==> config.mk <==
export PLATFORM = sky130hd
export DESIGN_NAME = awb_ae_window_stats_ctrl
export DESIGN_NICKNAME = d
export VERILOG_FILES = /design/src/verilog/awb_ae_window_stats_ctrl.v /design/src/verilog/window_locator.v
export VERILOG_INCLUDE_DIRS = /design/src /design/src/verilog
export SDC_FILE = /design/constraint.sdc
export NUM_CORES = 2
export LEC_CHECK = 0
export ABC_AREA = 1
export BUFFER_PORTS_ARGS = -buffer_cell sky130_fd_sc_hd__clkbuf_2
export CAP_MARGIN = 20
export CORE_ASPECT_RATIO = 1.1
export CORE_UTILIZATION = 40
export CTS_CLUSTER_SIZE = 28
export DETAILED_ROUTE_END_ITERATION = 8
export GPL_TIMING_DRIVEN = 0
export PLACE_DENSITY = 0.63
export SLEW_MARGIN = 20
export SYNTH_ARGS = -nofsm -noshare
export SYNTH_HDL_FRONTEND = slang
export SYNTH_SLANG_ARGS = --single-unit
export TNS_END_PERCENT = 100
==> constraint.sdc <==
create_clock -name clk -period 20.2 [get_ports clk]
set_input_delay 3.03 -clock clk [delete_from_list [all_inputs] [get_ports clk]]
set_output_delay 3.03 -clock clk [all_outputs]
set_load 0.05 [all_outputs]
==> src/verilog/awb_ae_consts.vh <==
// Register map, field positions, reset values and limits of the statistics and gain controller.
// Assumes inclusion by bare name from the design files under verilog/.
`ifndef AWB_AE_CONSTS_VH
`define AWB_AE_CONSTS_VH

// Register indices; byte address is four times the index
`define IDX_CORNER_W   8'ha1
`define IDX_SIDE_W     8'ha2
`define IDX_CENTER_W   8'ha3
`define IDX_CORNER_H   8'ha4
`define IDX_SIDE_H     8'ha5
`define IDX_CENTER_H   8'ha6
`define IDX_GAIN_UPPER 8'ha7
`define IDX_GAIN_LOWER 8'ha8
`define IDX_WB_FILTER  8'ha9
`define IDX_WB_LOCK    8'haa
`define IDX_TARGET_CR  8'hf0
`define IDX_TARGET_CB  8'hf1
`define IDX_WB_STATUS  8'hf2
`define IDX_GREEN_SET  8'hf3
`define IDX_STAT_SEL   8'hf4
`define IDX_STAT_Y     8'hf5
`define IDX_STAT_CB    8'hf6
`define IDX_STAT_CR    8'hf7

// Reset values
`define RST_CORNER_W   8'h00
`define RST_SIDE_W     8'h96
`define RST_CENTER_W   8'h96
`define RST_CORNER_H   8'h00
`define RST_SIDE_H     8'h50
`define RST_CENTER_H   8'h0a
`define RST_GAIN_UPPER 8'h3f
`define RST_GAIN_LOWER 8'h14
`define RST_WB_FILTER  8'hff
`define RST_WB_LOCK    8'hb8
`define RST_TARGET     8'h80
`define RST_GREEN      6'h20

// Field positions
`define FLT_SUM_HI   7
`define FLT_SUM_LO   5
`define FLT_CR_HI    4
`define FLT_CR_LO    2
`define FLT_LUM      1
`define FLT_CENTER   0
`define LCK_SPLIT    7
`define LCK_LOCK_HI  6
`define LCK_LOCK_LO  4
`define LCK_UNL_HI   3
`define LCK_UNL_LO   0

// Pixel filter and gain limits
`define GAIN_MAX     8'h3f
`define CHROMA_MID   9'h080
`define LUM_DARK     8'h10
`define LUM_BRIGHT   8'heb
`define ZONE_NONE    4'h9
`define ZONE_CENTER  4'h4
`define NUM_WIN      9

`endif

==> src/verilog/awb_ae_window_stats_ctrl.v <==
// Window statistics, white-balance lock loop and sensor gain control with an APB register slave.
// Assumes a pixel stream in YCbCr with frame and line pulses, and a sensor that takes the gains.
`timescale 1ns/1ns
`default_nettype none
`include "awb_ae_consts.vh"
module awb_ae_window_stats_ctrl
(
	// Clock and reset
	input  wire        clk,
	input  wire        rst_n,
	// APB slave
	input  wire        psel,
	input  wire        penable,
	input  wire        pwrite,
	input  wire [9:0]  paddr,
	input  wire [31:0] pwdata,
	output reg  [31:0] prdata,
	output reg         pready,
	output reg         pslverr,
	// Pixel stream
	input  wire        frameStart,
	input  wire        lineStart,
	input  wire        frameEnd,
	input  wire        pixelValid,
	input  wire [7:0]  pixY,
	input  wire [7:0]  pixCb,
	input  wire [7:0]  pixCr,
	// Gains to the image sensor
	output reg  [5:0]  redGain,
	output reg  [5:0]  greenGain,
	output reg  [5:0]  blueGain,
	output reg         gainUpdate,
	output reg         wbLocked
);
	localparam ST_ACC   = 3'b001;
	localparam ST_EVAL  = 3'b010;
	localparam ST_APPLY = 3'b100;

	reg  [7:0]  cornerW_reg, sideW_reg, centerW_reg;
	reg  [7:0]  cornerH_reg, sideH_reg, centerH_reg;
	reg  [7:0]  gainUpper_reg, gainLower_reg;
	reg  [7:0]  wbFilter_reg, wbLock_reg;
	reg  [7:0]  targetCr_reg, targetCb_reg;
	reg  [5:0]  greenSet_reg;
	reg  [3:0]  statSel_reg;
	reg  [2:0]  state_reg;
	reg  [2:0]  state_next;
	reg  [7:0]  dY_reg, dCb_reg, dCr_reg;
	reg         pixOk_reg;
	reg  [27:0] wbCr_reg, wbCb_reg;
	reg  [19:0] wbCnt_reg;
	reg  [27:0] crDiff_reg, cbDiff_reg;
	reg         crHigh_reg, cbHigh_reg;
	reg  [19:0] cnt_reg;
	reg  [27:0] sumY  [0:`NUM_WIN-1];
	reg  [27:0] sumCb [0:`NUM_WIN-1];
	reg  [27:0] sumCr [0:`NUM_WIN-1];
	wire [3:0]  zone;
	wire [7:0]  regIdx = paddr[9:2];
	wire        wrEn = psel & penable & pready & pwrite;

	window_locator locator
	(
		.clk          (clk),
		.rst_n        (rst_n),
		.frameStart   (frameStart),
		.lineStart    (lineStart),
		.pixelValid   (pixelValid),
		.cornerWidth  (cornerW_reg),
		.sideWidth    (sideW_reg),
		.centerWidth  (centerW_reg),
		.cornerHeight (cornerH_reg),
		.sideHeight   (sideH_reg),
		.centerHeight (centerH_reg),
		.zone         (zone)
	);

	// Pixel acceptance: chroma offsets around mid scale
	wire [8:0]  crOff = {1'b0, pixCr} - `CHROMA_MID;
	wire [8:0]  cbOff = {1'b0, pixCb} - `CHROMA_MID;
	wire [7:0]  crAbs = crOff[8] ? (~crOff[7:0] + 8'h01) : crOff[7:0];
	wire [7:0]  cbAbs = cbOff[8] ? (~cbOff[7:0] + 8'h01) : cbOff[7:0];
	wire [8:0]  sumAbs = {1'b0, crAbs} + {1'b0, cbAbs};
	wire [2:0]  crSel = wbFilter_reg[`FLT_CR_HI:`FLT_CR_LO];
	wire [2:0]  sumSel = wbFilter_reg[`FLT_SUM_HI:`FLT_SUM_LO];
	// Larger setting widens the accepted white spot
	wire        crOk = {1'b0, crAbs} <= {3'b000, crSel, 3'b111};
	wire        sumOk = sumAbs <= {1'b0, sumSel, 5'b11111};
	wire        lumOk = !wbFilter_reg[`FLT_LUM] || ((pixY >= `LUM_DARK) && (pixY <= `LUM_BRIGHT));
	wire        inZone = zone != `ZONE_NONE;
	wire        wbZone = wbFilter_reg[`FLT_CENTER] ? (zone == `ZONE_CENTER) : inZone;
	wire        accOn = state_reg == ST_ACC;

	// Per-window luminance and colour-difference sums
	genvar w;
	generate
		for (w = 0; w < `NUM_WIN; w = w + 1)
		begin : winAcc
			always @(posedge clk)
			begin
				if (!rst_n || frameStart)
				begin
					sumY[w]  <= 28'h0000000;
					sumCb[w] <= 28'h0000000;
					sumCr[w] <= 28'h0000000;
				end
				else if (accOn && (zone == w))
				begin
					sumY[w]  <= sumY[w] + {20'h00000, dY_reg};
					sumCb[w] <= sumCb[w] + {20'h00000, dCb_reg};
					sumCr[w] <= sumCr[w] + {20'h00000, dCr_reg};
				end
			end
		end
	endgenerate

	// Pixel data delayed to line up with the registered zone
	always @(posedge clk)
	begin
		if (!rst_n)
		begin
			dY_reg    <= 8'h00;
			dCb_reg   <= 8'h00;
			dCr_reg   <= 8'h00;
			pixOk_reg <= 1'b0;
		end
		else
		begin
			dY_reg    <= pixY;
			dCb_reg   <= pixCb;
			dCr_reg   <= pixCr;
			pixOk_reg <= crOk && sumOk && lumOk;
		end
	end

	// White-balance sums over accepted pixels of the chosen windows
	always @(posedge clk)
	begin
		if (!rst_n || frameStart)
		begin
			wbCr_reg  <= 28'h0000000;
			wbCb_reg  <= 28'h0000000;
			wbCnt_reg <= 20'h00000;
		end
		else if (accOn && wbZone && pixOk_reg)
		begin
			wbCr_reg  <= wbCr_reg + {20'h00000, dCr_reg};
			wbCb_reg  <= wbCb_reg + {20'h00000, dCb_reg};
			wbCnt_reg <= wbCnt_reg + 20'h00001;
		end
	end

	// Frame sequencing: evaluation only after the frame closes
	always @*
	begin
		state_next = state_reg;
		case (state_reg)
			ST_ACC:
				if (frameEnd)
					state_next = ST_EVAL;
			ST_EVAL:
				state_next = ST_APPLY;
			ST_APPLY:
				state_next = ST_ACC;
			default:
				state_next = ST_ACC;
		endcase
	end

	// Means are never divided out: sums are compared against target and ranges scaled by the count
	wire [27:0] crGoal = {20'h00000, targetCr_reg} * {8'h00, wbCnt_reg};
	wire [27:0] cbGoal = {20'h00000, targetCb_reg} * {8'h00, wbCnt_reg};
	wire [3:0]  lockRange = {1'b0, wbLock_reg[`LCK_LOCK_HI:`LCK_LOCK_LO]};
	wire [3:0]  unlockRange = wbLock_reg[`LCK_UNL_HI:`LCK_UNL_LO];
	// Single threshold unless split thresholds are enabled
	wire [3:0]  lockSel = wbLock_reg[`LCK_SPLIT] ? lockRange : unlockRange;
	wire [27:0] lockTh = {24'h000000, lockSel} * {8'h00, cnt_reg};
	wire [27:0] unlockTh = {24'h000000, unlockRange} * {8'h00, cnt_reg};
	wire        nowBal = (crDiff_reg < lockTh) && (cbDiff_reg < lockTh);
	wire        nowOff = (crDiff_reg > unlockTh) || (cbDiff_reg > unlockTh);
	// Clamp limits: lower limit, upper limit and the sensor's own ceiling
	wire [7:0]  hiLim = (gainUpper_reg > `GAIN_MAX) ? `GAIN_MAX : gainUpper_reg;
	wire [7:0]  loLim = (gainLower_reg > hiLim) ? hiLim : gainLower_reg;

	function [5:0] clampGain;
		input [7:0] val;
		input [7:0] lo;
		input [7:0] hi;
		begin
			if (val < lo)
				clampGain = lo[5:0];
			else if (val > hi)
				clampGain = hi[5:0];
			else
				clampGain = val[5:0];
		end
	endfunction

	wire [7:0]  redUp = {2'b00, redGain} + 8'h01;
	wire [7:0]  redDn = (redGain == 6'h00) ? 8'h00 : {2'b00, redGain} - 8'h01;
	wire [7:0]  blueUp = {2'b00, blueGain} + 8'h01;
	wire [7:0]  blueDn = (blueGain == 6'h00) ? 8'h00 : {2'b00, blueGain} - 8'h01;

	always @(posedge clk)
	begin
		if (!rst_n)
		begin
			state_reg  <= ST_ACC;
			crDiff_reg <= 28'h0000000;
			cbDiff_reg <= 28'h0000000;
			crHigh_reg <= 1'b0;
			cbHigh_reg <= 1'b0;
			cnt_reg    <= 20'h00000;
			redGain    <= `RST_GREEN;
			greenGain  <= `RST_GREEN;
			blueGain   <= `RST_GREEN;
			gainUpdate <= 1'b0;
			wbLocked   <= 1'b0;
		end
		else
		begin
			state_reg  <= state_next;
			gainUpdate <= 1'b0;
			if (state_reg == ST_EVAL)
			begin
				// Distance of the frame mean from target, kept in summed units
				crHigh_reg <= wbCr_reg > crGoal;
				cbHigh_reg <= wbCb_reg > cbGoal;
				crDiff_reg <= (wbCr_reg > crGoal) ? wbCr_reg - crGoal : crGoal - wbCr_reg;
				cbDiff_reg <= (wbCb_reg > cbGoal) ? wbCb_reg - cbGoal : cbGoal - wbCb_reg;
				cnt_reg    <= wbCnt_reg;
			end
			if (state_reg == ST_APPLY)
			begin
				gainUpdate <= 1'b1;
				greenGain  <= clampGain({2'b00, greenSet_reg}, loLim, hiLim);
				if (cnt_reg == 20'h00000)
				begin
					// No white pixels: hold the gains inside limits only
					redGain  <= clampGain({2'b00, redGain}, loLim, hiLim);
					blueGain <= clampGain({2'b00, blueGain}, loLim, hiLim);
				end
				else if (!wbLocked || nowOff)
				begin
					// Crossing the unlock range steps at once, losing no frame
					if (!wbLocked && nowBal)
					begin
						wbLocked <= 1'b1;
						redGain  <= clampGain({2'b00, redGain}, loLim, hiLim);
						blueGain <= clampGain({2'b00, blueGain}, loLim, hiLim);
					end
					else
					begin
						// Red follows Cr, blue follows Cb, one step a frame
						wbLocked <= 1'b0;
						redGain  <= clampGain(crHigh_reg ? redDn : redUp, loLim, hiLim);
						blueGain <= clampGain(cbHigh_reg ? blueDn : blueUp, loLim, hiLim);
					end
				end
				else
				begin
					redGain  <= clampGain({2'b00, redGain}, loLim, hiLim);
					blueGain <= clampGain({2'b00, blueGain}, loLim, hiLim);
				end
			end
		end
	end

	// Register writes; horizontal sizes taken as given, scaling is software's job
	always @(posedge clk)
	begin
		if (!rst_n)
		begin
			cornerW_reg   <= `RST_CORNER_W;
			sideW_reg     <= `RST_SIDE_W;
			centerW_reg   <= `RST_CENTER_W;
			cornerH_reg   <= `RST_CORNER_H;
			sideH_reg     <= `RST_SIDE_H;
			centerH_reg   <= `RST_CENTER_H;
			gainUpper_reg <= `RST_GAIN_UPPER;
			gainLower_reg <= `RST_GAIN_LOWER;
			wbFilter_reg  <= `RST_WB_FILTER;
			wbLock_reg    <= `RST_WB_LOCK;
			targetCr_reg  <= `RST_TARGET;
			targetCb_reg  <= `RST_TARGET;
			greenSet_reg  <= `RST_GREEN;
			statSel_reg   <= 4'h0;
		end
		else if (wrEn)
		begin
			case (regIdx)
				`IDX_CORNER_W:   cornerW_reg   <= pwdata[7:0];
				`IDX_SIDE_W:     sideW_reg     <= pwdata[7:0];
				`IDX_CENTER_W:   centerW_reg   <= pwdata[7:0];
				`IDX_CORNER_H:   cornerH_reg   <= pwdata[7:0];
				`IDX_SIDE_H:     sideH_reg     <= pwdata[7:0];
				`IDX_CENTER_H:   centerH_reg   <= pwdata[7:0];
				`IDX_GAIN_UPPER: gainUpper_reg <= pwdata[7:0];
				`IDX_GAIN_LOWER: gainLower_reg <= pwdata[7:0];
				`IDX_WB_FILTER:  wbFilter_reg  <= pwdata[7:0];
				`IDX_WB_LOCK:    wbLock_reg    <= pwdata[7:0];
				`IDX_TARGET_CR:  targetCr_reg  <= pwdata[7:0];
				`IDX_TARGET_CB:  targetCb_reg  <= pwdata[7:0];
				`IDX_GREEN_SET:  greenSet_reg  <= pwdata[5:0];
				`IDX_STAT_SEL:   statSel_reg   <= (pwdata[3:0] > 4'h8) ? 4'h8 : pwdata[3:0];
				default:         statSel_reg   <= statSel_reg;
			endcase
		end
	end

	// Read mux; an unknown index answers zero with an error
	reg [7:0] rdByte;
	reg       rdHit;
	always @*
	begin
		rdByte = 8'h00;
		rdHit  = 1'b1;
		case (regIdx)
			`IDX_CORNER_W:   rdByte = cornerW_reg;
			`IDX_SIDE_W:     rdByte = sideW_reg;
			`IDX_CENTER_W:   rdByte = centerW_reg;
			`IDX_CORNER_H:   rdByte = cornerH_reg;
			`IDX_SIDE_H:     rdByte = sideH_reg;
			`IDX_CENTER_H:   rdByte = centerH_reg;
			`IDX_GAIN_UPPER: rdByte = gainUpper_reg;
			`IDX_GAIN_LOWER: rdByte = gainLower_reg;
			`IDX_WB_FILTER:  rdByte = wbFilter_reg;
			`IDX_WB_LOCK:    rdByte = wbLock_reg;
			`IDX_TARGET_CR:  rdByte = targetCr_reg;
			`IDX_TARGET_CB:  rdByte = targetCb_reg;
			`IDX_WB_STATUS:  rdByte = {wbLocked, 1'b0, redGain};
			`IDX_GREEN_SET:  rdByte = {2'b00, greenSet_reg};
			`IDX_STAT_SEL:   rdByte = {4'h0, statSel_reg};
			`IDX_STAT_Y:     rdByte = sumY[statSel_reg][23:16];
			`IDX_STAT_CB:    rdByte = sumCb[statSel_reg][23:16];
			`IDX_STAT_CR:    rdByte = sumCr[statSel_reg][23:16];
			default:         rdHit  = 1'b0;
		endcase
	end

	// Zero wait states: pready rises for the access phase only
	always @(posedge clk)
	begin
		if (!rst_n)
		begin
			pready  <= 1'b0;
			prdata  <= 32'h00000000;
			pslverr <= 1'b0;
		end
		else
		begin
			pready <= psel & ~penable & ~pready;
			if (psel & ~penable)
			begin
				prdata  <= pwrite ? 32'h00000000 : {24'h000000, rdByte};
				pslverr <= ~rdHit;
			end
			else if (pready)
			begin
				prdata  <= 32'h00000000;
				pslverr <= 1'b0;
			end
		end
	end
endmodule // awb_ae_window_stats_ctrl
`default_nettype wire

==> src/verilog/window_locator.v <==
// Pixel position tracking and three-by-three window zone lookup.
// Assumes lineStart and frameStart are one-cycle pulses carrying no pixel.
`timescale 1ns/1ns
`default_nettype none
`include "awb_ae_consts.vh"
module window_locator
(
	// Clock and reset
	input  wire       clk,
	input  wire       rst_n,
	// Video timing
	input  wire       frameStart,
	input  wire       lineStart,
	input  wire       pixelValid,
	// Window sizes
	input  wire [7:0] cornerWidth,
	input  wire [7:0] sideWidth,
	input  wire [7:0] centerWidth,
	input  wire [7:0] cornerHeight,
	input  wire [7:0] sideHeight,
	input  wire [7:0] centerHeight,
	// Zone of the current pixel, one cycle late
	output reg  [3:0] zone
);
	reg  [11:0] xCnt_reg;
	reg  [11:0] yCnt_reg;
	reg  [1:0]  col;
	reg  [1:0]  row;
	reg         colIn;
	reg         rowIn;
	wire [11:0] xA = {4'h0, cornerWidth};
	wire [11:0] xB = xA + {4'h0, sideWidth};
	wire [11:0] xC = xB + {4'h0, centerWidth};
	wire [11:0] xD = xC + {4'h0, sideWidth};
	wire [11:0] yA = {4'h0, cornerHeight};
	wire [11:0] yB = yA + {4'h0, sideHeight};
	wire [11:0] yC = yB + {4'h0, centerHeight};
	wire [11:0] yD = yC + {4'h0, sideHeight};

	// Grid starts after the corner offset, then side, centre, side
	always @*
	begin
		colIn = (xCnt_reg >= xA) && (xCnt_reg < xD);
		col = (xCnt_reg < xB) ? 2'd0 : ((xCnt_reg < xC) ? 2'd1 : 2'd2);
		rowIn = (yCnt_reg >= yA) && (yCnt_reg < yD);
		row = (yCnt_reg < yB) ? 2'd0 : ((yCnt_reg < yC) ? 2'd1 : 2'd2);
	end

	always @(posedge clk)
	begin
		if (!rst_n)
		begin
			xCnt_reg <= 12'h000;
			yCnt_reg <= 12'h000;
			zone     <= `ZONE_NONE;
		end
		else
		begin
			if (frameStart)
			begin
				yCnt_reg <= 12'h000;
				xCnt_reg <= 12'h000;
			end
			else if (lineStart)
			begin
				xCnt_reg <= 12'h000;
				if (xCnt_reg != 12'h000)
					yCnt_reg <= yCnt_reg + 12'h001;
			end
			else if (pixelValid)
				xCnt_reg <= xCnt_reg + 12'h001;
			if (pixelValid && colIn && rowIn)
				zone <= {1'b0, row, 1'b0} + {2'b00, row} + {2'b00, col};
			else
				zone <= `ZONE_NONE;
		end
	end
endmodule // window_locator
`default_nettype wire
======== After elaboration in Yosys (flattened, before gate mapping) ========
Memories as Yosys holds them, arrays and structs flattened. A register that Yosys moved wholly into a read port is not among the register bits.
Index checks and enable logic that the tools add are counted.
word-level totals
  flip-flop bits (word level) ............. 370
  bits in writable memories ............... 756
  input port bits ......................... 75
  output and inout port bits .............. 54
  word-level logic and storage cells ...... 358
  memories ................................ 3
memory list
  memory  depth  width  rd ports  clocked after Yosys merged registers in  wr ports  RTL line                       RTL
  sumCb   9      28     10        1                                        9         awb_ae_window_stats_ctrl.v:56  reg [27:0] sumCb [0:`NUM_WIN-1];
  sumCr   9      28     10        1                                        9         awb_ae_window_stats_ctrl.v:57  reg [27:0] sumCr [0:`NUM_WIN-1];
  sumY    9      28     10        1                                        9         awb_ae_window_stats_ctrl.v:55  reg [27:0] sumY [0:`NUM_WIN-1];
operators by class
  add/subtract/negate cells ............... 53
  multiply operators ...................... 4
  order comparisons ....................... 31
  equal/unequal tests ..................... 31
  muxes and demuxes ....................... 106
  bitwise gates (word level) .............. 39
  reductions and logical operators ........ 53
operators with widths
  kind                   count
  $add 28x8->28          29
  $mux 28                29
  $eq 8x8->1 const B     18
  $pmux 8 s18            1
  $sub 28x28->28         4
  $mux 6                 16
  $lt 12x12->1           6
  $mux 8                 9
  $mux 32                2
  $gt 28x24->1           2
  $gt 28x28->1           2
  $lt 28x24->1           2
  $mul 8x20->28          2
  $add 12x8->12          4
  $mul 4x20->24          2
  $mux 1                 35
  $mux 4                 8
  $reduce_and 2->1       16
  $add 8x8->9            3
  $or 1x1->1             27
  $add 12x1->12 const B  2
  $ge 12x8->1            2
  $gt 6x8->1             3
  $gt 8x8->1             3
  42 further kinds       90

======== Depth between registers and ports, before layout ========
  depth in word-level cells ............... 9
  depth in mapped cells ................... 41
  gate-level depth less buffers ........... 37

======== Modules after synthesis ========
Synthesis repeated with hierarchy kept, for this count alone.
second synthesis, totals
  cell total of the unflattened synthesis .. 11546
  area total of the unflattened synthesis .. 86848.3 um^2
by module, submodules not included
  module                    instances  cells each  area an instance (um^2)  seq. area each (um^2)
  awb_ae_window_stats_ctrl  1          10745       81423.1                  25904.8
  window_locator            1          801         5425.2                   560.5

======== Least setup slack after synthesis ========
No wires, ideal clock.
  path type ............................... reg2reg
  start ................................... register wbCnt_reg[0]
  end ..................................... register cbDiff_reg[10]
  setup time .............................. 116 ps
  arrival ................................. 6609 ps
  data required time ...................... 20084 ps
  slack ................................... 13475 ps
  stages on the path, launching flop included .. 36
  buffers on the path ..................... 4
  clock period less this slack ............ 6725 ps
  cell sequence ........................... dfxtp_1 > clkbuf_1 > clkbuf_1 > nand2_1 > fa_1 > fa_1 > inv_1 > fa_1 > inv_1 > fa_1 > inv_1 > ha_1 > inv_1 > nor3_1 > nand2_1 > o211ai_1 > a21boi_2 > o21bai_1 > a21oi_1 > o21ai_1 > a21oi_1 > xor2_1 > inv_1 > ha_1 > buf_2 > nand2_1 > nor3_1 > nand2_1 > or4_1 > nand2_2 > inv_2 > buf_4 > nand2_1 > nand3_1 > o211ai_1 > inv_1
on the way
  longest elaborated chain between the ends .. 3
  elaborated cells on any way between the ends .. 5
  those cells by class .................... add/sub: 2; mul: 1; order compare: 1; mux: 1
RTL lines
  item                                                   RTL line                        RTL
  from (decl)                                            awb_ae_window_stats_ctrl.v:51   reg [19:0] wbCnt_reg;
  from (signal assigned)                                 awb_ae_window_stats_ctrl.v:149  wbCnt_reg <= wbCnt_reg + 20'h00001;
  $mul 8x20->28 (*)                                      awb_ae_window_stats_ctrl.v:172  wire [27:0] cbGoal = {20'h00000, targetCb_reg} * {8'h00, wbCnt_reg};
  $sub 28x28->28 / $gt 28x28->1 (equally long branches)  awb_ae_window_stats_ctrl.v:230  cbDiff_reg <= (wbCb_reg > cbGoal) ? wbCb_reg - cbGoal : cbGoal - wbCb_reg;
  $mux 28 (*)                                            awb_ae_window_stats_ctrl.v:230
  to (signal assigned)                                   awb_ae_window_stats_ctrl.v:230
  to (decl)                                              awb_ae_window_stats_ctrl.v:52   reg [27:0] crDiff_reg, cbDiff_reg;
Every way passes the cells marked *; elsewhere a longest branch is shown, timed or not.
A chain may end at the register's enable or synchronous reset.

======== Worst setup path after layout ========
  start ................................... register wbCnt_reg[0]
  end ..................................... register crDiff_reg[19]
on the way
  longest elaborated chain between the ends .. 3
  elaborated cells on any way between the ends .. 5
  those cells by class .................... add/sub: 2; mul: 1; order compare: 1; mux: 1
RTL lines
  item                                                   RTL line                        RTL
  $mul 8x20->28 (*)                                      awb_ae_window_stats_ctrl.v:171  wire [27:0] crGoal = {20'h00000, targetCr_reg} * {8'h00, wbCnt_reg};
  $sub 28x28->28 / $gt 28x28->1 (equally long branches)  awb_ae_window_stats_ctrl.v:229  crDiff_reg <= (wbCr_reg > crGoal) ? wbCr_reg - crGoal : crGoal - wbCr_reg;
  $mux 28 (*)                                            awb_ae_window_stats_ctrl.v:229
  to (signal assigned)                                   awb_ae_window_stats_ctrl.v:229
  to (decl)                                              awb_ae_window_stats_ctrl.v:52
Marked as above.

==> flow_summary_export.csv <==
group,metric,value,unit
layout,layout.nets,12700,
setup_path,cpMaxStageDelayCell,"clkbuf_1",
timing,hold-worst-slack,467,ps
timing,finClkSkew,88.5,ps
timing,hold_viol,0,
routing,ant_nets,0,
floorplan,boundaryPins,129,
placement,dp_hpwl,238,mm
global_route,antenna_found_initial,10,
clocking,cts_tree,"yes",
pwr,ir_worst_vdd,0.0799,mV
layout,final_area,94600,um2
global_route,grt_pass1_wl,447,mm
worst_hold_path,hold_path_depth,2,
global_route,grt_max_degree,55,
setup_path,start_kind,"flop",
placement,placed_area,90800,um2
clocking,path_clk_slew,60,ps
setup_path,r2r_cells,35,
synthesis,synth_flop_cell,"edfxtp_1",
floorplan,rows,177,
timing,fmax,109,MHz
timing,timing.final.max_slew_violations,0,
layout,n_fill_cell,21100,
routing,vias,77400,
setup_path,cpPeakStageDelay,630,ps
setup_path,end_kind,"flop",
synthesis,syn_area_per_cell,7.62,um2
synthesis,yosys-top-cells-area,"edfxtp_1 (23%), ha_1 (12%), inv_1 (8.7%)",
timing,fin_tns_setup,0,ps
floorplan,die_y,488,um
run_status,outcome,"finished clean",
global_route,grt_overflow,0,
setup_path,critPathMaxFanout,10,
clocking,clockBufferDepth,3,
synthesis,ys_async_sr_fraction,0,%
layout,drive_above_1_share,5.50,%
clocking,hold_buffers,0,
clocking,cts-resized-gates,0,
synthesis,ys_ff_latch,998,
floorplan,start_util,40.4,%
synthesis,ys_seq_area_share,30.8,%
timing,setup_viol,0,
setup_path,crit_required,20890,ps
synthesis,synth_edf_count,648,
synthesis,netlist-cell-type-count,75,
routing,drt_wl_total,297,mm
timing,rsz0062_at_grt,"no",
placement,gp_congestion,1.01,
layout,regArea,26500,um2
floorplan,design.die.area,216000,um2
synthesis,synth_top_cell_by_area,"edfxtp_1",
clocking,cts-buffers-inserted,116,
pwr,p_leak,43.7,nW
timing,fin_crit_sh,45.6,%
clocking,clock_sinks,998,
pwr,power,4.92,mW
timing,slew_headroom,18.2,%
global_route,grt_pass1_vias,75000,
synthesis,synth_top_area_share,22.7,%
routing,drc,0,
pwr,p_per_area,52.0,nW/um2
clocking,cts_htree_levels,3,
routing,viasPerCell,5.38,
placement,io_buffer_count,76,
timing,period_minus_slack,9210,ps
setup_path,crit_type,"reg -> reg",
synthesis,yosys_warnings,0,
routing,drt-initial-drc-count,6016,
clocking,cts_setup_buffers,0,
global_route,grt_usage,27.0,%
routing,wl_per_cell,20.6,um
clocking,clockRootBuffer,"clkbuf_16",
routing,drtPass1Iterations,6,
layout,syn_to_final_growth,10.2,%
floorplan,core,212000,um2
flow_run,maxCapViolCount,0,
setup_path,crit_top_cell,"inv_1",
clocking,insertion_delay,830,ps
synthesis,synthCells,11300,
floorplan,die_width,444,um
setup_path,arrival,9900,ps
worst_hold_path,hold_path_class,"reg -> reg",
timing,worst_pin_slew,1230,ps
layout,largestRegisters,"sumCb x216, sumCr x216, sumY x216",
synthesis,syn_area,85800,um2
layout,multi_input_area,50300,um2
metal layers:
metal / vias to the layer above / global-route usage (%) / wire (um)
li1: 37700 / - / -
met1: 36700 / 32.4 / 119000
met2: 2331 / 46.3 / 142000
met3: 606 / 3.28 / 16300
met4: 4 / 15.9 / 19700
met5: - / 0 / 27
cell usage after synthesis, types with 9 or more instances:
| cell | number |
|---|---|
| inv_1 | 1983 |
| nand2_1 | 1973 |
| a21oi_1 | 1289 |
| nor2_1 | 862 |
| ha_1 | 804 |
| o21ai_0 | 743 |
| edfxtp_1 | 648 |
| nand3_1 | 411 |
| dfxtp_1 | 350 |
| fa_1 | 330 |
| clkbuf_1 | 236 |
| xor2_1 | 214 |
| nor3_1 | 161 |
| o21a_1 | 145 |
| nand4_1 | 106 |
| o21ai_1 | 101 |
| xnor2_1 | 97 |
| o211ai_1 | 84 |
| a211oi_1 | 52 |
| nor2_2 | 47 |
| buf_4 | 44 |
| buf_2 | 40 |
| a21o_1 | 39 |
| nor4_1 | 37 |
| a31oi_1 | 34 |
| buf_1 | 34 |
| inv_2 | 33 |
| o21bai_1 | 33 |
| or2_2 | 33 |
| o22ai_1 | 28 |
| a21boi_1 | 21 |
| nor3b_1 | 20 |
| o21ai_2 | 20 |
| nor3_2 | 19 |
| o221ai_1 | 15 |
| a21boi_0 | 13 |
| a221oi_1 | 13 |
| nand2_2 | 13 |
| a21oi_2 | 11 |
| clkbuf_2 | 10 |
| nand3b_1 | 10 |
| o31ai_1 | 9 |
cell usage in the layout, fill, tap and decap left out, types with 34 or more instances in the layout:
master,synthesis,routed
nor3_1,161,161
nand2_1,1973,1964
o21a_1,145,145
fa_1,330,330
xor2_1,214,214
a21o_1,39,39
clkbuf_1,236,253
dfxtp_1,350,326
clkbuf_2,10,93
inv_2,33,35
xnor2_1,97,97
nor2_2,47,52
nor4_1,37,37
nand3_1,411,411
o21ai_0,743,742
a211oi_1,52,52
buf_2,40,41
edfxtp_1,648,648
o211ai_1,84,84
nor2_1,862,857
o21ai_1,101,102
inv_1,1983,1980
nand4_1,106,106
ha_1,804,804
a21oi_1,1289,1289
buf_4,44,44
clkbuf_16,0,118
a31oi_1,34,34
worst paths after layout:
| kind | start | slack [ps] | end |
|---|---|---|---|
| setup / recovery | wbCnt_reg[0]$_SDFFE_PP0P_ | 10990 | crDiff_reg[19]$_SDFFE_PN0P_ |
| hold / removal | greenGain[1]$_SDFFE_PN0P_ | 470 | greenGain[1]$_SDFFE_PN0P_ |
| setup reg to reg | wbCnt_reg[0]$_SDFFE_PP0P_ | 10990 | crDiff_reg[19]$_SDFFE_PN0P_ |
| hold reg to reg | greenGain[1]$_SDFFE_PN0P_ | 470 | greenGain[1]$_SDFFE_PN0P_ |
logic make-up (layout without fill, tap and decap cells):
kind of cell | count (synthesis) | count (layout) | share of synthesized area, %
and+or+nand+nor | 3733 | 3733 | 18.4
AOI/OAI and AO/OA | 2689 | 2689 | 17.4
buffers and inverters | 2392 | 2721 | 10.8
adders and majority gates | 1134 | 1134 | 19.4
DFF | 998 | 998 | 30.8
xor gates and xnor gates | 311 | 311 | 3.17
other | 2 | 35 | 0.00875
critical path, delay by kind of cell, from the launching register on:
| family | cells | cell delay, ps |
|---|---|---|
| xor+xnor | 1 | 450 |
| simple gates | 13 | 2250 |
| flops | 1 | 330 |
| compound gates | 4 | 850 |
| fa+ha+maj | 6 | 2830 |
| buf+inv | 11 | 2410 |
where the power goes:
part           internal, mW  switching (mW)
logic                 0.153           0.327
registers              2.24          0.0770
clock network          1.17           0.959
total                  3.56            1.36
cell type report:
class / count / share of cell area, %
Multi-Input combinational cell: 7897 / 53.2
Clock buffer: 153 / 3.38
Buffer: 367 / 1.74
Antenna cell: 5 / 0.0132
Inverter: 2025 / 8.04
Sequential cell: 998 / 28.0
Timing Repair Buffer: 111 / 1.37
Clock inverter: 65 / 0.598
Tap cell: 2774 / 3.67
per-stage QoR:
step	setup WS [ps]	instances	utilization [%]
global route	10470	14400	44.5
global placement	9760	14100	42.3
CTS	11090	14400	44.5
floorplan	13470	11300	-
detailed placement	11160	14200	42.8
finish	10990	14400	44.5
Note: power is estimated with default switching activity, not from simulation.
